## config.mk

```make
export PLATFORM = sky130hd
export DESIGN_NAME = tcp_timer
export DESIGN_NICKNAME = d
export VERILOG_FILES = /design/src/rtl/tcp_pkg.sv /design/src/rtl/tcp_prescaler.sv /design/src/rtl/tcp_pin_sync.sv /design/src/rtl/tcp_timer.sv
export SDC_FILE = /design/constraint.sdc
export NUM_CORES = 1
export LEC_CHECK = 0
export BUFFER_PORTS_ARGS = -buffer_cell sky130_fd_sc_hd__buf_2
export CAP_MARGIN = 25
export CORE_MARGIN = 2
export CORE_UTILIZATION = 56
export CTS_CLUSTER_DIAMETER = 80
export DETAILED_ROUTE_END_ITERATION = 10
export HOLD_SLACK_MARGIN = 0.12
export PLACE_DENSITY = 0.81
export SETUP_SLACK_MARGIN = 0.3
export SYNTH_ARGS = -nofsm -noshare
export SYNTH_HDL_FRONTEND = slang
export SYNTH_HIERARCHICAL = 1
export SYNTH_SLANG_ARGS = --single-unit
export TNS_END_PERCENT = 30
```

## constraint.sdc

```tcl
create_clock -name pclk -period 3.75 [get_ports pclk]
set_input_delay 0.75 -clock pclk [delete_from_list [all_inputs] [get_ports pclk]]
set_output_delay 0.75 -clock pclk [all_outputs]
set_load 0.05 [all_outputs]
```

## src/rtl/tcp_pkg.sv

```systemverilog
package tcp_pkg;

  // system clock, also the high-frequency clock of the timer
  localparam int unsigned TCP_CLK_HZ     = 25_000_000;

  // register indices; the byte address is four times the index
  localparam logic [7:0]  TCP_IDX_CONTROL = 8'h1a;
  localparam logic [7:0]  TCP_IDX_COMPARE = 8'h1b;
  localparam logic [7:0]  TCP_IDX_STATUS  = 8'h1c;

  // timer_control field positions
  localparam int unsigned TCP_MODE_LSB   = 0;
  localparam int unsigned TCP_CKSEL_LSB  = 2;
  localparam int unsigned TCP_RUN_BIT    = 5;

  // status register field positions
  localparam int unsigned TCP_ST_CNT_LSB = 0;
  localparam int unsigned TCP_ST_DIV_BIT = 8;
  localparam int unsigned TCP_ST_PWM_BIT = 9;
  localparam int unsigned TCP_ST_ACT_LSB = 16;

  // reset values and the counter top value
  localparam logic [7:0]  TCP_CONTROL_RST = 8'h00;
  localparam logic [7:0]  TCP_COMPARE_RST = 8'hff;
  localparam logic [7:0]  TCP_CNT_MAX     = 8'hff;

  // clock select code for rising edges on the event pin
  localparam logic [2:0]  TCP_CK_EXT     = 3'b111;

  // log2 of the prescaler divisor per clock select code, gear bit clear
  localparam logic [3:0]  TCP_CK_EXP [7] = '{4'hb, 4'h7, 4'h5, 4'h3, 4'h2, 4'h1, 4'h0};
  localparam int unsigned TCP_PRESC_W    = 13;

  typedef enum logic [1:0] {
    TCP_MODE_TIMER = 2'b00,
    TCP_MODE_RSVD  = 2'b01,
    TCP_MODE_DIV   = 2'b10,
    TCP_MODE_PWM   = 2'b11
  } tcp_mode_type;

  typedef enum logic [1:0] {
    TCP_SEL_NONE    = 2'b00,
    TCP_SEL_CONTROL = 2'b01,
    TCP_SEL_COMPARE = 2'b10,
    TCP_SEL_STATUS  = 2'b11
  } tcp_sel_type;

  // address decode, shared by the read answer and the write strobe
  function automatic tcp_sel_type tcp_reg_sel(input logic [7:0] addr);
    tcp_sel_type sel;
    sel = TCP_SEL_NONE;
    if (addr == {TCP_IDX_CONTROL[5:0], 2'b00}) sel = TCP_SEL_CONTROL;
    if (addr == {TCP_IDX_COMPARE[5:0], 2'b00}) sel = TCP_SEL_COMPARE;
    if (addr == {TCP_IDX_STATUS[5:0], 2'b00})  sel = TCP_SEL_STATUS;
    return sel;
  endfunction

  // prescaler exponent for a clock code, doubled divisor with the gear bit
  function automatic logic [3:0] tcp_ck_exp(input logic [2:0] code, input logic gear);
    logic [3:0] e;
    e = (code == TCP_CK_EXT) ? 4'h0 : TCP_CK_EXP[code];
    return e + {3'b000, gear};
  endfunction

endpackage

```

## src/rtl/tcp_prescaler.sv

```systemverilog
`timescale 1ns/10ps
module tcp_prescaler
  import tcp_pkg::*;
#(
  parameter int unsigned DIV_W = TCP_PRESC_W
) (
  input  wire logic       pclk,
  input  wire logic       presetn,
  input  wire logic       run,
  input  wire logic [3:0] exp_sel,
  output logic            tick
);

  typedef struct packed {
    logic [DIV_W-1:0] cnt;
  } tcp_presc_type;

  tcp_presc_type    q;
  tcp_presc_type    d;
  logic [DIV_W-1:0] mask;

  if (DIV_W < 13 || DIV_W > 16) begin : g_chk
    $error("prescaler width must cover a divisor of 2^12");
  end

  // mask of the low counter bits that must all be one for a tick
  for (genvar i = 0; i < DIV_W; i++) begin : g_mask
    assign mask[i] = (i < exp_sel);
  end

  // divisor 1 gives a tick every cycle because the mask is empty
  assign tick = run && ((q.cnt & mask) == mask);

  // held at zero while stopped so the first period after start is whole
  always_comb begin
    d = q;
    if (run) begin
      d.cnt = q.cnt + {{(DIV_W-1){1'b0}}, 1'b1};
    end else begin
      d.cnt = '0;
    end
  end

  always_ff @(posedge pclk or negedge presetn) begin
    if (!presetn) begin
      q <= '0;
    end else begin
      q <= d;
    end
  end

endmodule

```

## src/rtl/tcp_pin_sync.sv

```systemverilog
`timescale 1ns/10ps
module tcp_pin_sync (
  input  wire logic pclk,
  input  wire logic presetn,
  input  wire logic pin,
  output logic      rise,
  output logic      fall
);

  typedef struct packed {
    logic s1;
    logic s2;
    logic s3;
    logic lvl;
  } tcp_sync_type;

  tcp_sync_type q;
  tcp_sync_type d;
  logic         agree;

  // the first stage feeds the second only; a change counts once s2 and s3 agree
  assign agree = (q.s2 == q.s3);
  assign rise  = agree && q.s3 && !q.lvl;
  assign fall  = agree && !q.s3 && q.lvl;

  always_comb begin
    d    = q;
    d.s1 = pin;
    d.s2 = q.s1;
    d.s3 = q.s2;
    if (agree) begin
      d.lvl = q.s3;
    end
  end

  always_ff @(posedge pclk or negedge presetn) begin
    if (!presetn) begin
      q <= '0;
    end else begin
      q <= d;
    end
  end

endmodule

```

## src/rtl/tcp_timer.sv

```systemverilog
// The APB interface to the registers was chosen for this implementation.
`timescale 1ns/10ps
// Behaviour
// run bit low stops and zeroes the counter; setting it starts from zero
// clock select 000..110 picks a prescaled clock, gear doubles; 111 picks pin edges
// mode field 00 timer or event counter, 10 divider output, 11 pwm, 01 reserved
// software keeps the compare value between 1 and 255
// software changes mode and clock only while stopped, not with run changes
// entering stop power mode clears the run bit and halts counting
// control register bits 7 and 6 read as don't care
// software leaves compare alone while running in timer, event or divider mode
// software avoids the undivided clock above 10 MHz
// software uses only the clock codes allowed for each mode
// timer mode: count internal clock, on match interrupt and clear, keep counting
// event mode: count pin rises, check match at next fall, interrupt and clear
// event pulses stay high and low longer than two machine cycles
// event and pwm modes only in normal or idle power modes
// divider mode: each match toggles output, interrupts and clears the counter
// divider output is high whenever stopped
// pwm mode: match drives pwm output low, counter keeps going
// pwm mode: overflow drives output high and interrupts; period 256 clocks
// pwm output is high whenever stopped
// pwm mode: compare writes go to a buffer, moved in at cycle end
// pwm mode: starting the timer moves the buffered compare in at once
// software rewrites compare right after the interrupt in pwm mode
// counter is 8 bits and wraps from ff to 00
module tcp_timer
  import tcp_pkg::*;
#(
  parameter int unsigned CNT_W = 8
) (
  input  wire logic        pclk,
  input  wire logic        presetn,
  input  wire logic        psel,
  input  wire logic        penable,
  input  wire logic        pwrite,
  input  wire logic [7:0]  paddr,
  input  wire logic [31:0] pwdata,
  input  wire logic [3:0]  pstrb,
  output logic      [31:0] prdata,
  output logic             pready,
  output logic             pslverr,
  input  wire logic        event_input_pin,
  input  wire logic        clock_gear_bit,
  input  wire logic        stop_entry,
  output logic             timer_irq,
  output logic             divider_out_pin,
  output logic             pwm_out_n_pin
);

  typedef struct packed {
    logic         run;
    tcp_mode_type mode;
    logic [2:0]   cksel;
    logic [7:0]   cmp_buf;
    logic [7:0]   cmp_act;
    logic [7:0]   cnt;
    logic         div_out;
    logic         pwm_n;
    logic         irq;
    logic [31:0]  prdata;
    logic         pready;
    logic         pslverr;
  } tcp_state_type;

  tcp_state_type q;
  tcp_state_type d;
  logic          ev_rise;
  logic          ev_fall;
  logic          presc_tick;
  logic          presc_run;
  logic          ext_src;
  logic          tick;
  logic          setup;
  logic          wr;
  logic [7:0]    cnt_inc;
  logic [7:0]    cmp_now;
  tcp_sel_type   sel;

  if (CNT_W != 8) begin : g_chk
    $error("the counter and compare stage are fixed at 8 bits");
  end

  // event pin comes from outside: three stages before it may count
  tcp_pin_sync u_sync (
    .pclk    (pclk),
    .presetn (presetn),
    .pin     (event_input_pin),
    .rise    (ev_rise),
    .fall    (ev_fall)
  );

  // prescaled internal clock; idle when the pin is the source
  assign ext_src   = (q.cksel == TCP_CK_EXT);
  assign presc_run = q.run && !ext_src;

  tcp_prescaler u_presc (
    .pclk    (pclk),
    .presetn (presetn),
    .run     (presc_run),
    .exp_sel (tcp_ck_exp(q.cksel, clock_gear_bit)),
    .tick    (presc_tick)
  );

  // source clock enable: pin edges or a prescaler tick
  assign tick    = ext_src ? ev_rise : presc_tick;
  assign cnt_inc = q.cnt + 8'h01;

  // pwm compares against the active stage, the other modes against the register
  assign cmp_now = (q.mode == TCP_MODE_PWM) ? q.cmp_act : q.cmp_buf;

  // apb phases: answer is prepared in setup, write lands at the access edge
  assign setup = psel && !penable;
  assign wr    = psel && penable && q.pready && pwrite && pstrb[0];
  assign sel   = tcp_reg_sel(paddr);

  always_comb begin
    d         = q;
    d.irq     = 1'b0;
    d.pready  = 1'b0;
    d.pslverr = 1'b0;

    // read answer and error flag, registered so the bus sees flop outputs
    if (setup) begin
      d.pready  = 1'b1;
      d.pslverr = (sel == TCP_SEL_NONE);
      d.prdata  = 32'h0000_0000;
      unique case (sel)
        TCP_SEL_CONTROL: begin
          // top two bits are don't care, they read as zero here
          d.prdata[TCP_RUN_BIT]         = q.run;
          d.prdata[TCP_CKSEL_LSB +: 3]  = q.cksel;
          d.prdata[TCP_MODE_LSB +: 2]   = q.mode;
        end
        TCP_SEL_COMPARE: begin
          d.prdata[7:0] = q.cmp_buf;
        end
        TCP_SEL_STATUS: begin
          d.prdata[TCP_ST_CNT_LSB +: 8] = q.cnt;
          d.prdata[TCP_ST_DIV_BIT]      = q.div_out;
          d.prdata[TCP_ST_PWM_BIT]      = q.pwm_n;
          d.prdata[TCP_ST_ACT_LSB +: 8] = q.cmp_act;
        end
        TCP_SEL_NONE: begin
          d.prdata = 32'h0000_0000;
        end
      endcase
    end

    // register writes; status is read only and ignores writes
    if (wr) begin
      unique case (sel)
        TCP_SEL_CONTROL: begin
          d.run   = pwdata[TCP_RUN_BIT];
          d.cksel = pwdata[TCP_CKSEL_LSB +: 3];
          d.mode  = tcp_mode_type'(pwdata[TCP_MODE_LSB +: 2]);
        end
        TCP_SEL_COMPARE: begin
          // in pwm mode this is only the buffer stage
          d.cmp_buf = pwdata[7:0];
        end
        TCP_SEL_STATUS: begin
          d.cmp_buf = q.cmp_buf;
        end
        TCP_SEL_NONE: begin
          d.cmp_buf = q.cmp_buf;
        end
      endcase
    end

    // power-down entry beats a software start in the same cycle
    if (stop_entry) begin
      d.run = 1'b0;
    end

    if (!d.run) begin
      // stopped: counter clear, both outputs parked high
      d.cnt     = 8'h00;
      d.div_out = 1'b1;
      d.pwm_n   = 1'b1;
    end else if (!q.run) begin
      // first cycle of a run: start from zero and load the pwm stage
      d.cnt = 8'h00;
      if (d.mode == TCP_MODE_PWM) begin
        d.cmp_act = d.cmp_buf;
      end
    end else begin
      unique case (q.mode)
        TCP_MODE_TIMER: begin
          if (ext_src) begin
            // event counter: rises count, the match is judged on the fall
            if (ev_rise) begin
              d.cnt = cnt_inc;
            end
            if (ev_fall && q.cnt == cmp_now) begin
              d.cnt = 8'h00;
              d.irq = 1'b1;
            end
          end else if (tick) begin
            if (cnt_inc == cmp_now) begin
              d.cnt = 8'h00;
              d.irq = 1'b1;
            end else begin
              d.cnt = cnt_inc;
            end
          end
        end
        TCP_MODE_DIV: begin
          // each match flips the output, so the period is two matches
          if (tick) begin
            if (cnt_inc == cmp_now) begin
              d.cnt     = 8'h00;
              d.div_out = !q.div_out;
              d.irq     = 1'b1;
            end else begin
              d.cnt = cnt_inc;
            end
          end
        end
        TCP_MODE_PWM: begin
          // free-running over 256 ticks; the match only lowers the output
          if (tick) begin
            d.cnt = cnt_inc;
            if (q.cnt == TCP_CNT_MAX) begin
              d.pwm_n   = 1'b1;
              d.irq     = 1'b1;
              d.cmp_act = q.cmp_buf;
            end else if (cnt_inc == cmp_now) begin
              d.pwm_n = 1'b0;
            end
          end
        end
        TCP_MODE_RSVD: begin
          // reserved code: the counter simply holds
          d.cnt = q.cnt;
        end
      endcase
    end
  end

  always_ff @(posedge pclk or negedge presetn) begin
    if (!presetn) begin
      q         <= '0;
      q.cmp_buf <= TCP_COMPARE_RST;
      q.cmp_act <= TCP_COMPARE_RST;
      q.div_out <= 1'b1;
      q.pwm_n   <= 1'b1;
    end else begin
      q <= d;
    end
  end

  // every output is a flop of the state
  assign prdata          = q.prdata;
  assign pready          = q.pready;
  assign pslverr         = q.pslverr;
  assign timer_irq       = q.irq;
  assign divider_out_pin = q.div_out;
  assign pwm_out_n_pin   = q.pwm_n;

endmodule

```

-- Word-level counts from Yosys, hierarchy flattened
Memory sizes are Yosys's and may differ from the RTL's.
Index checks and enable logic that the tools add are counted.
- multiplexer cells: 45
- add/subtract/negate cells: 3
- bitwise gates (word level): 2
- $lt $le $gt $ge: 14
- reduce and logical (&&, ||, !) cells: 25
- equality and inequality tests: 30
- operators with widths (operator ; number):
    $mux W8 ; 11
    $mux W16 ; 2
    $eq A8 B7 Y1 const B ; 3
    $pmux W6 S4 ; 1
    $pmux W8 S3 ; 1
    $lt A4 B4 Y1 const A ; 5
    $eq A8 B8 Y1 ; 2
    $lt A3 B4 Y1 const A ; 4
    $mux W1 ; 14
    $mux W14 ; 1
    $ne A2 B1 Y1 const B ; 7
    $add A13 B1 Y13 const B ; 1
    $and A13 B13 Y13 ; 1
    $eq A13 B13 Y1 ; 1
    $mux W13 ; 1
    $logic_and A1 B1 Y1 ; 12
    $mux W4 ; 3
    $eq A2 B2 Y1 const B ; 5
    $mux W10 ; 1
    $mux W2 ; 5
    $reduce_and A5 Y1 ; 2
    $mux W9 ; 1
    $add A8 B1 Y8 const B ; 1
    $eq A8 B8 Y1 const B ; 1
    other kinds (23) ; 33
- memories: 1
- register bits after elaboration: 70
- ROM bits: 32
- memory list (memory ; words ; bits a word ; read ports ; clocked after memory_dff ; write ports ; RTL line ; source):
    (name not given) ; 8 ; 4 ; 1 ; 0 ; 0 ; tcp_pkg.sv:61 ; e = (code == TCP_CK_EXT) ? 4'h0 : TCP_CK_EXP[code];

-- Longest topological paths before layout
Gate-level depths: netlist of the first run.
- depth in word-level cells: 16
- gate-level depth with buffers: 19
- depth with buffers taken out: 18

-- Cells and area by module
Netlist of the first run, hierarchy kept.
- by module, submodules not included (module ; cells an instance ; area each (µm²) ; times used ; seq. area each (µm²)):
    tcp_timer ; 378 ; 3482.1 ; 1 ; 1348.8
    tcp_prescaler ; 78 ; 742.0 ; 1 ; 325.3
    tcp_pin_sync ; 11 ; 160.2 ; 1 ; 100.1

-- Worst setup path before layout of the first run
No wires, ideal clock.
- path kind: register -> register
- from: register q[61] in the netlist's numbering
- to: register q[50] in the netlist's numbering
- data required time: 3.677 ns
- arrival: 2.987 ns
- setup slack: 0.690 ns
- path buffers: 1
- cell stages (with the launch flop): 16
- path through: dfrtp_1 > ha_1 > o21ai_0 > ha_1 > o211ai_1 > xor2_1 > nor2_1 > or2_2 > a211oi_1 > o211a_1 > mux2_2 > nand3_1 > o22ai_1 > buf_2 > nor2_1 > a21oi_1
- word-level cells in the longest chain between the ends: 13
- elaborated cells between the ends (all ways): 28
- classes of those cells: add/sub (1); order compare (13); eq/ne (3); mux (4); bitwise (2); reduce/logical (4); memory (1)
- ends and longest elaborated chain (element ; RTL line ; source):
    start: declaration ; tcp_timer.sv:66 ; tcp_state_type q;
    $not A3 Y4 (not written as such) ; tcp_pkg.sv:61 ;
    $mem_v2 Z8 W4 ; -- ;
    $mux W4 (not written as such) (2 in series) ; tcp_pkg.sv:61 ;
    $mux W4 ; tcp_pkg.sv:61 ;
    $add A4 B1 Y4 ; tcp_pkg.sv:62 ; return e + {3'b000, gear};
    $lt A1 B4 Y1 (tied with other cells) ; tcp_prescaler.sv:28 ; assign mask[i] = (i < exp_sel);
    $and A13 B13 Y13 ; tcp_prescaler.sv:32 ; assign tick = run && ((q.cnt & mask) == mask);
    $eq A13 B13 Y1 ; tcp_prescaler.sv:32 ;
    $logic_and A1 B1 Y1 * ; tcp_prescaler.sv:32 ;
    via presc_tick ; tcp_timer.sv:70 ; logic presc_tick;
    $mux W1 * ; tcp_timer.sv:106 ; assign tick = ext_src ? ev_rise : presc_tick;
    $ne A2 B1 Y1 (no line) * ; -- ;
    $reduce_and A5 Y1 (no line) * ; -- ;
The timed path passes the listed nets; every way through them passes the cells marked *. The select of a mux whose other input is x is not followed.
A chain may end at the register's enable or synchronous reset.

==> results of run 1 <==
kinds of logic after synthesis:
family          Yosys count  synth area share (%)
buf+inv                  60                  8.42
flops                    70                  40.5
compound gates          105                  15.0
simple gates            180                  23.5
xor+xnor                 16                  3.51
other cells               1                0.0855
mux                      26                  6.45
fa+ha+maj                 9                  2.57
registers in the layout, indices dropped and copies added (netlist names), 2 cells and up:
signal	cells
prdata	18
q	30
u_presc/q	13
u_sync/d	2
u_sync/q	2
critical path: stages, from the launching register on:
cell and delay (ns):
dfrtp_2 0.47, ha_1 0.23, o21ai_1 0.15, ha_1 0.19
o211ai_1 0.10, xor2_1 0.20, nor2_2 0.08, or2_2 0.31
a211oi_2 0.22, o211a_1 0.20, mux2_4 0.19, nand4_1 0.15
o32ai_2 0.34, nand3_1 0.12, o22ai_2 0.19
layout make-up:
type / count / share of cell area [%]
inverter: 10 / 0.786
timing repair buffer: 55 / 6.68
tap: 102 / 2.67
sequential: 70 / 37.2
multi-input combinational: 350 / 48.7
clock buffer: 12 / 3.04
clock inverter: 4 / 0.996
per-stage QoR:
stage               hold WS (ns)  cell area (um^2)  total power, mW  instances
floorplan                  0.331              4430            0.851        480
global placement           0.332              4490            0.876        582
detailed placement         0.340              4490            0.879        582
CTS                        0.356              4680             1.47        598
global route               0.206              4780             1.52        603
finish                     0.209              4780             1.47        603
final timing paths:
check | startpoint | to | slack [ns]
max | q[61] | timer_irq | 0.51
min | presetn | prdata[2] | 0.21
max reg2reg | q[61] | timer_irq | 0.51
min reg2reg | u_sync/d[2] | u_sync/d[1] | 0.35
max in group asynchronous | presetn | q[44] | 2.70
min in group pclk | u_sync/d[2] | u_sync/d[1] | 0.35
metal layers:
metal	vias up	wire length, um	part of all wire (%)
li1	1673	-	-
met1	1796	4110	41
met2	155	5070	50
met3	21	659	6.5
met4	0	232	2.3
met5	-	0	0
cell usage after synthesis (4+ instances only):
cell type | instances | share of area [%]
nor2_1 | 23 | 2.0
and3_1 | 6 | 0.86
dfstp_2 | 18 | 11
nand2_1 | 47 | 4.0
a21boi_1 | 5 | 0.86
nor2b_1 | 7 | 1.0
nand3_1 | 19 | 2.2
nor3_1 | 14 | 1.6
clkbuf_1 | 9 | 0.77
or3_1 | 5 | 0.71
xor2_1 | 7 | 1.4
dfrtp_1 | 52 | 30
ha_1 | 9 | 2.6
a21oi_1 | 14 | 1.6
buf_2 | 4 | 0.46
nand4_1 | 6 | 0.86
a21boi_0 | 5 | 0.86
and2_1 | 13 | 1.9
o21ai_0 | 46 | 5.3
xnor2_1 | 8 | 1.6
o211ai_1 | 5 | 0.86
nor4_1 | 4 | 0.57
inv_1 | 10 | 0.86
nand2b_1 | 12 | 1.7
a22o_1 | 6 | 1.2
mux2i_1 | 11 | 2.5
mux2_2 | 14 | 3.6
buf_4 | 33 | 5.7
power groups by stage:
stage / clock (mW) / sequential, mW / combinational (mW)
finish: 0.603 / 0.765 / 0.106
global route: 0.640 / 0.765 / 0.117
detailed placement: 0 / 0.778 / 0.101
floorplan: 0 / 0.781 / 0.0695
CTS: 0.609 / 0.764 / 0.101
global placement: 0 / 0.778 / 0.0986
repair_timing:
action,4_1_cts,5_1_grt
endpoints found under the hold margin,0,0
gates resized for setup,0,10
buffers inserted,0,3
endpoints found under the setup margin,0,18
==> out/metrics.csv, run 1 <==
stage,metric,value,unit
status,status,completed,
yosys,ys.flop_type,dfrtp_1,
clocking,h-tree-depth,3,
yosys,synth-seq-cells,70,
sta,worst_slack,0.508,ns
grt,track_usage,24.4,%
place,portBuffers,47,
floorplan,start_util,57.3,%
power,power_density,309,nW/um^2
routing,ant_nets,0,
routing,wl_per_cell,16.7,um
sta,setup-violations-final,0,
routing,drc,0,
worst_setup_path,start_kind,register,
sta,hold_viol_final,0,
cells_and_area,synthToLayoutAreaGrowth,8.93,%
routing,via_per_inst,6.04,
power,p_sw,0.362,mW
sta,relSlewSlack,45.6,%
yosys,synth.avg_cell_area,9.39,um^2
grt,grt_pass1_vias,3455,
yosys,synth.distinct_cells,65,
cells_and_area,mostFrequentLayoutCell,dfrtp_1,
place,dp_slack,0.369,ns
clocking,clock_latency,0.35,ns
place,dpl.hpwl,7200,um
power,combPwrFrac,7.2,%
worst_setup_path,r2r_cells,14,
grt,grt_max_degree,47,
cells_and_area,n_fill_cell,627,
clocking,cts.sinks,70,
grt,use_met2,41.5,%
floorplan,die_area,8550,um^2
worst_setup_path,worstPathArrival,3.50,ns
yosys,ys_warn_count,6,
cells_and_area,drive_gt1_share,25.7,%
clocking,clk_path_buf_depth,2,
floorplan,num_rows,32,
power,internal-power,1.11,mW
routing,first_pass_iters,5,
power,ir_worst_vdd,0.000143,V
clocking,root_buffer,clkbuf_8,
clocking,cts_buffers,9,
power,power_frac_seq,51.9,%
grt,grt.busiest_layer,met2,
cells_and_area,num_antenna_cells,0,
sta,period_share,86.5,%
grt,use_met3,5.61,%
yosys,synth-edff-count,0,
clocking,cts_tree,done,
cells_and_area,multiInputGateArea,2320,um^2
sta,tightestPinTransition,0.807,ns
routing,wl,10100,um
floorplan,die_w,92.5,um
grt,met1_usage,30.0,%
grt,antenna_found_initial,0,
hold_path,worstHoldPathType,input port to async pin,
power,switching_share,24.6,%
sta,min_period,3.24,ns
sta,skew,0.0167,ns
cells_and_area,layout_common_cells,"dfrtp_1 (51), nand2_1 (47), buf_2 (47), o21ai_0 (45), nor2_1 (22)",
job,drv_cap,0,
yosys,synth_area,4380,um^2
routing,drt_iter0_drc,291,
cells_and_area,final_util,62.5,%
floorplan,io_pins,89,
worst_setup_path,worst_ep_required_time,4.01,ns
sta,max_freq,308,MHz
sta,drv_slew,0,
yosys,ys_seq_area_share,40.5,%
place,gp_congestion,0.919,
grt,gr-total-overflow,0,
grt,grt_pass1_wl,16600,um
yosys,async_flop_share,100,%
power,p_leak,2.09,nW
sta,fin_tns_setup,0,ns
cells_and_area,seqCellArea,1780,um^2
sta,rsz0062_at_grt,yes,
routing,vias,3645,
power,p_clk_share,40.9,%
yosys,synth_cells,467,
clocking,clk_pin_slew,0.08,ns
floorplan,core,7650,um^2
clocking,ctsHoldBuffers,0,
worst_setup_path,end_kind,register,
worst_setup_path,crit_fanout,7,
worst_setup_path,worstSetupPathType,register to register,
cells_and_area,fin_nets,557,
floorplan,dieHeight,92.5,um
Note: power is estimated with default switching activity, not from simulation.
==> inputs of run 2 (changes only) <==
--- a/config.mk
+++ b/config.mk
@@ -8,11 +8,12 @@
 export BUFFER_PORTS_ARGS = -buffer_cell sky130_fd_sc_hd__buf_2
 export CAP_MARGIN = 25
 export CORE_MARGIN = 2
-export CORE_UTILIZATION = 56
+export CORE_UTILIZATION = 57
+export CTS_BUF_LIST = sky130_fd_sc_hd__clkbuf_8
 export CTS_CLUSTER_DIAMETER = 80
 export DETAILED_ROUTE_END_ITERATION = 10
 export HOLD_SLACK_MARGIN = 0.12
-export PLACE_DENSITY = 0.81
+export PLACE_DENSITY = 0.82
 export SETUP_SLACK_MARGIN = 0.3
 export SYNTH_ARGS = -nofsm -noshare
 export SYNTH_HDL_FRONTEND = slang
==> run 2 against run 1 <==
Compared with the run above:
- sequential power barely moved
- critical path depth is 2 higher
- cell count fell by 0.83%
- highest routed layer unchanged
- fmax decreased by 1.1%
- core utilization grew 2.0 points
- clock power is 3% lower
==> out/metrics.csv, run 2 (synthesis gave the netlist of run 1 again) <==
stage,metric,value,unit,change
status,status,completed,,unchanged
floorplan,num_rows,31,,was 32
grt,use_met3,4.68,%,was 5.61%
grt,grt_pass1_wl,15900,um,"was 16,600 um"
grt,track_usage,23.5,%,was 24.4%
worst_setup_path,crit_fanout,5,,was 7
routing,ant_nets,0,,unchanged
place,place_area,4480,um^2,was 4490 um^2
sta,max_freq,305,MHz,was 308 MHz
worst_setup_path,worstSetupPathType,register to register,,unchanged
cells_and_area,layout_common_cells,"dfrtp_1 (52), nand2_1 (47), buf_2 (47), o21ai_0 (46), nor2_1 (23)",,"was dfrtp_1 (51), nand2_1 (47), buf_2 (47), o21ai_0 (45), nor2_1 (22)"
floorplan,start_util,59.5,%,was 57.3%
sta,relSlewSlack,49.6,%,was 45.6%
power,switching_share,25.3,%,was 24.6%
clocking,cts_buffers,9,,unchanged
routing,drt_iter0_drc,235,,was 291
worst_setup_path,start_kind,register,,unchanged
grt,grt_pass1_vias,3339,,"was 3,455"
floorplan,core,7370,um^2,was 7650 um^2
clocking,cts.sinks,70,,unchanged
power,internal-power,1.08,mW,was 1.11 mW
place,gp_congestion,0.874,,was 0.919
clocking,clk_path_buf_depth,2,,unchanged
routing,drc,0,,unchanged
floorplan,dieHeight,91.7,um,was 92.5 um
sta,skew,0.0161,ns,was 0.0167 ns
place,portBuffers,47,,unchanged
sta,tightestPinTransition,0.756,ns,was 0.807 ns
hold_path,hold_depth,0,,
grt,gr-total-overflow,0,,unchanged
cells_and_area,regMostFlops,q,,unchanged
routing,first_pass_iters,5,,unchanged
sta,rsz0062_at_grt,no,,was yes
floorplan,io_pins,89,,unchanged
hold_path,min_from,u_sync/d[2],,
sta,fin_tns_setup,0,ns,unchanged
place,dpl.hpwl,6800,um,was 7200 um
hold_path,worstHoldPathType,register to register,,was input port to async pin
power,combPwrFrac,7.1,%,was 7.2%
cells_and_area,fin_nets,555,,was 557
cells_and_area,num_antenna_cells,0,,unchanged
clocking,clock_latency,0.36,ns,was 0.35 ns
cells_and_area,synthToLayoutAreaGrowth,8.33,%,was 8.93%
power,p_leak,2.08,nW,was 2.09 nW
cells_and_area,fin_area,4750,um^2,was 4780 um^2
clocking,clk_pin_slew,0.08,ns,about the same
sta,period_share,87.4,%,was 86.5%
grt,grt.busiest_layer,met2,,unchanged
clocking,cts_tree,done,,unchanged
grt,met1_usage,30.7,%,was 30.0%
grt,antenna_found_initial,0,,unchanged
grt,grt_max_degree,39,,was 47
cells_and_area,largest_reg_flops,30,,unchanged
cells_and_area,finalNonFillerCells,598,,was 603
power,power_density,306,nW/um^2,was 309 nW/um^2
power,p_clk_share,40.3,%,was 40.9%
cells_and_area,drive_gt1_share,25.3,%,was 25.7%
job,drv_cap,0,,unchanged
cells_and_area,mostFrequentLayoutCell,dfrtp_1,,unchanged
grt,use_met2,38.8,%,was 41.5%
sta,hold_viol_final,0,,unchanged
routing,wl,9640,um,"was 10,100 um"
clocking,h-tree-depth,3,,unchanged
cells_and_area,n_fill_cell,566,,was 627
sta,setup-violations-final,0,,unchanged
floorplan,die_area,8410,um^2,was 8550 um^2
worst_setup_path,end_kind,register,,unchanged
routing,via_per_inst,5.94,,was 6.04
clocking,root_buffer,clkbuf_8,,unchanged
routing,wl_per_cell,16.1,um,was 16.7 um
worst_setup_path,r2r_cells,16,,was 14
worst_setup_path,cp-startpoint,q[62],,was q[61]
power,ir_worst_vdd,0.000183,V,was 0.000143 V
worst_setup_path,rr_endpoint,timer_irq,,unchanged
worst_setup_path,worstReg2RegStart,q[62],,was q[61]
place,dp.cells,579,,was 582
worst_setup_path,worstPathArrival,3.54,ns,was 3.50 ns
hold_path,min_to,u_sync/d[1],,
worst_setup_path,ff2ff_setup_slack,0.47,ns,was 0.51 ns
sta,min_period,3.28,ns,was 3.24 ns
power,finalPower,1.45,mW,was 1.47 mW
floorplan,die_w,91.7,um,was 92.5 um
sta,drv_slew,0,,unchanged
routing,vias,3555,,"was 3,645"
worst_setup_path,worst_ep_required_time,4.01,ns,about the same
power,p_sw,0.367,mW,was 0.362 mW
power,power_frac_seq,52.7,%,was 51.9%
[run 2: cell types whose count changed in the layout (fill, tap and decap cells not counted), sizes merged]
| cell | delta |
|---|---|
| clkinv | -1 |
| buf | -2 |
| inv | +3 |
| clkinvlp | +1 |
| clkbuf | -3 |
[run 2: metal layers]
metal / part of all wire, % / routed length (um)
met1: 43 / 4160
met2: 48 / 4670
met3: 5.8 / 557
met4: 2.6 / 246
met5: 0 / 0
[run 2: how the worst max path moves through the flow]
stage / end / slack (ns) / cells past startpoint
after floorplan: q[50] / 0.69 / 15
after global placement: timer_irq / 0.53 / 13
after detailed placement: q[39] / 0.48 / 14
after CTS: q[39] / 0.47 / 17
after global routing: timer_irq / 0.27 / 16
final: timer_irq / 0.47 / 16
[run 2: layout make-up]
class	count	area, um^2	share of cell area [%]
multi-input combinational	350	2340	49.2
sequential	70	1770	37.4
timing repair buffer	53	292	6.14
clock buffer	9	124	2.61
tap	99	124	2.61
clock inverter	7	61.3	1.29
inverter	10	37.5	0.790
[run 2: what timing repair did]
action | 4_1_cts | 5_1_grt
setup endpoints to repair | 0 | 18
resized for setup | 0 | 13
buffers inserted | 0 | 1
hold buffers | 0 | 0
[run 2: per-stage QoR]
stage	util [%]	hold slack, ns	setup WS (ns)
2_1_floorplan	-	0.331	0.690
3_3_place_gp	60.8	0.337	0.535
3_5_place_dp	60.8	0.339	0.482
4_1_cts	63.3	0.355	0.465
5_1_grt	64.4	0.373	0.271
6_report	64.4	0.351	0.472
[run 2: critical path, stage by stage (launching register included)]
cell      delay [ns]
dfrtp_1         0.43
inv_1           0.13
ha_1            0.17
inv_1           0.04
o21ai_0         0.16
ha_2            0.22
o211ai_1        0.11
xor2_1          0.15
nor2_1          0.09
or2_2           0.32
a211oi_2        0.21
o211a_1         0.19
mux2_4          0.20
nand4_1         0.17
o32ai_2         0.29
nand3_1         0.10
o22ai_1         0.20
[run 2: power by group through the flow]
stage	Clock, mW	Combinational [mW]	Sequential (mW)
floorplan	0	0.0695	0.781
global placement	0	0.0976	0.778
detailed placement	0	0.0994	0.778
CTS	0.591	0.100	0.764
global route	0.624	0.112	0.765
finish	0.584	0.102	0.765
==> inputs of run 3 (changes only) <==
--- a/config.mk
+++ b/config.mk
@@ -13,7 +13,7 @@
 export CTS_CLUSTER_DIAMETER = 80
 export DETAILED_ROUTE_END_ITERATION = 10
 export HOLD_SLACK_MARGIN = 0.12
-export PLACE_DENSITY = 0.82
+export PLACE_DENSITY_LB_ADDON = 0.05
 export SETUP_SLACK_MARGIN = 0.3
 export SYNTH_ARGS = -nofsm -noshare
 export SYNTH_HDL_FRONTEND = slang
==> run 3 against run 2 <==
Compared with the run above:
- cell count is the same
- via count shrank 1.4%
- clock skew shrank 0.0070 ns
- first-iteration DRC count shrank 23%
- fmax grew 2.0%
- critical path depth shrank 2
- wire length grew 3.8%
- critical path type unchanged
- largest cell class unchanged
- highest routed layer unchanged
==> out/metrics.csv, run 3 (synthesis gave the netlist of run 1 again) <==
stage,metric,value,unit,change
clocking,cts_buffers,9,,unchanged
routing,ant_nets,0,,unchanged
floorplan,start_util,59.5,%,unchanged
clocking,root_buffer,clkbuf_8,,unchanged
worst_setup_path,r2r_cells,14,,was 16
sta,min_period,3.21,ns,was 3.28 ns
power,power_density,307,nW/um^2,was 306 nW/um^2
worst_setup_path,ff2ff_setup_slack,0.54,ns,was 0.47 ns
place,dpl.hpwl,7260,um,was 6800 um
floorplan,core,7370,um^2,unchanged
cells_and_area,layout_common_cells,"dfrtp_1 (51), nand2_1 (47), buf_2 (47), o21ai_0 (45), nor2_1 (22)",,"was dfrtp_1 (52), nand2_1 (47), buf_2 (47), o21ai_0 (46), nor2_1 (23)"
grt,grt_pass1_vias,3291,,"was 3,339"
place,gp_congestion,0.855,,was 0.874
routing,drc,0,,unchanged
power,p_leak,2.08,nW,about the same
routing,drt_iter0_drc,182,,was 235
power,p_clk_share,40.2,%,was 40.3%
floorplan,io_pins,89,,unchanged
power,ir_worst_vdd,0.000177,V,was 0.000183 V
floorplan,dieHeight,91.7,um,unchanged
cells_and_area,synthToLayoutAreaGrowth,7.79,%,was 8.33%
sta,rsz0062_at_grt,no,,unchanged
clocking,clk_path_buf_depth,2,,unchanged
sta,period_share,85.7,%,was 87.4%
hold_path,worstHoldPathType,input port to async pin,,was register to register
clocking,clk_pin_slew,0.08,ns,about the same
worst_setup_path,worstReg2RegStart,q[61],,was q[62]
worst_setup_path,crit_fanout,7,,was 5
sta,relSlewSlack,45.7,%,was 49.6%
grt,antenna_found_initial,0,,unchanged
worst_setup_path,worst_ep_required_time,4.02,ns,was 4.01 ns
cells_and_area,num_antenna_cells,0,,unchanged
clocking,cts_tree,done,,unchanged
grt,track_usage,25.1,%,was 23.5%
status,status,completed,,unchanged
routing,via_per_inst,5.86,,was 5.94
floorplan,die_area,8410,um^2,unchanged
cells_and_area,fin_nets,555,,unchanged
worst_setup_path,worstPathArrival,3.48,ns,was 3.54 ns
power,combPwrFrac,7.2,%,was 7.1%
sta,hold_viol_final,0,,unchanged
worst_setup_path,start_kind,register,,unchanged
power,power_frac_seq,52.6,%,was 52.7%
cells_and_area,largest_reg_flops,30,,unchanged
clocking,h-tree-depth,3,,unchanged
clocking,clock_latency,0.35,ns,was 0.36 ns
sta,drv_slew,0,,unchanged
routing,wl_per_cell,16.7,um,was 16.1 um
routing,first_pass_iters,5,,unchanged
sta,fin_tns_setup,0,ns,unchanged
cells_and_area,regMostFlops,q,,unchanged
power,switching_share,25.4,%,was 25.3%
worst_setup_path,end_kind,register,,unchanged
clocking,ctsHoldBuffers,0,,unchanged
power,p_sw,0.369,mW,was 0.367 mW
cells_and_area,drive_gt1_share,25.5,%,was 25.3%
job,drv_cap,0,,unchanged
floorplan,die_w,91.7,um,unchanged
grt,gr-total-overflow,0,,unchanged
worst_setup_path,worstSetupPathType,register to register,,unchanged
sta,max_freq,311,MHz,was 305 MHz
sta,setup-violations-final,0,,unchanged
power,finalPower,1.45,mW,about the same
clocking,cts.sinks,70,,unchanged
routing,wl,10000,um,was 9640 um
grt,grt_pass1_wl,16600,um,"was 15,900 um"
worst_setup_path,rr_endpoint,timer_irq,,unchanged
sta,tightestPinTransition,0.806,ns,was 0.756 ns
cells_and_area,mostFrequentLayoutCell,dfrtp_1,,unchanged
power,internal-power,1.08,mW,about the same
floorplan,num_rows,31,,unchanged
place,portBuffers,47,,unchanged
grt,grt_max_degree,26,,was 39
routing,vias,3506,,"was 3,555"
sta,skew,0.00916,ns,was 0.0161 ns
run 3: how the worst max path moves through the flow:
| stage | cells after the start | endpoint | slack (ns) | from |
|---|---|---|---|---|
| 5_1_grt | 14 | timer_irq | 0.26 | q[61] |
| 3_5_place_dp | 13 | timer_irq | 0.45 | clock_gear_bit |
| 2_1_floorplan | 15 | q[50] | 0.69 | q[61] |
| 3_3_place_gp | 12 | timer_irq | 0.50 | clock_gear_bit |
| 6_report | 14 | timer_irq | 0.54 | q[61] |
| 4_1_cts | 14 | timer_irq | 0.41 | q[61] |
run 3: repair_timing:
action | 4_1_cts | 5_1_grt
setup endpoints to repair | 0 | 16
setup buffers | 0 | 1
resized for setup | 0 | 10
run 3: power groups by stage:
stage / sequential, mW / combinational, mW / clock (mW)
2_1_floorplan: 0.781 / 0.0695 / 0
3_3_place_gp: 0.778 / 0.101 / 0
3_5_place_dp: 0.778 / 0.104 / 0
4_1_cts: 0.764 / 0.105 / 0.599
5_1_grt: 0.765 / 0.114 / 0.628
6_report: 0.764 / 0.104 / 0.584
run 3: layout make-up:
| type | instances | area, um^2 |
|---|---|---|
| fill | 644 | 2640 |
| multi-input combinational | 350 | 2320 |
| sequential | 70 | 1780 |
| timing repair buffer | 53 | 288 |
| clock buffer | 9 | 124 |
| tap | 99 | 124 |
| clock inverter | 7 | 58.8 |
| inverter | 10 | 37.5 |
run 3: critical path, cell delays in order, from the launching register on:
cell      delay [ns]
dfrtp_2         0.46
ha_1            0.23
o21ai_1         0.15
ha_2            0.20
o211ai_1        0.11
xor2_1          0.23
nor2_2          0.08
or2_2           0.31
a211oi_2        0.21
o211a_1         0.18
mux2_4          0.19
nand4_1         0.15
o32ai_2         0.33
nand3_1         0.12
o22ai_2         0.20
run 3: routing by layer:
metal | GRT usage [%] | wire [um] | vias up
met1 | 35.8 | 4730 | 1691
li1 | - | - | 1677
met2 | 38.6 | 4580 | 117
met3 | 4.35 | 513 | 21
met4 | 9.33 | 185 | 0
met5 | 0 | 0 | -
run 3: metrics by stage:
stage,util (%),instance area (um^2),hold slack (ns),instances,worst slack (ns)
global route,64.1,4730,0.371,598,0.257
global placement,60.9,4490,0.343,580,0.498
detailed placement,61.1,4510,0.347,581,0.450
finish,64.1,4730,0.350,598,0.536
floorplan,-,4430,0.331,480,0.690
CTS,63.6,4690,0.358,597,0.406
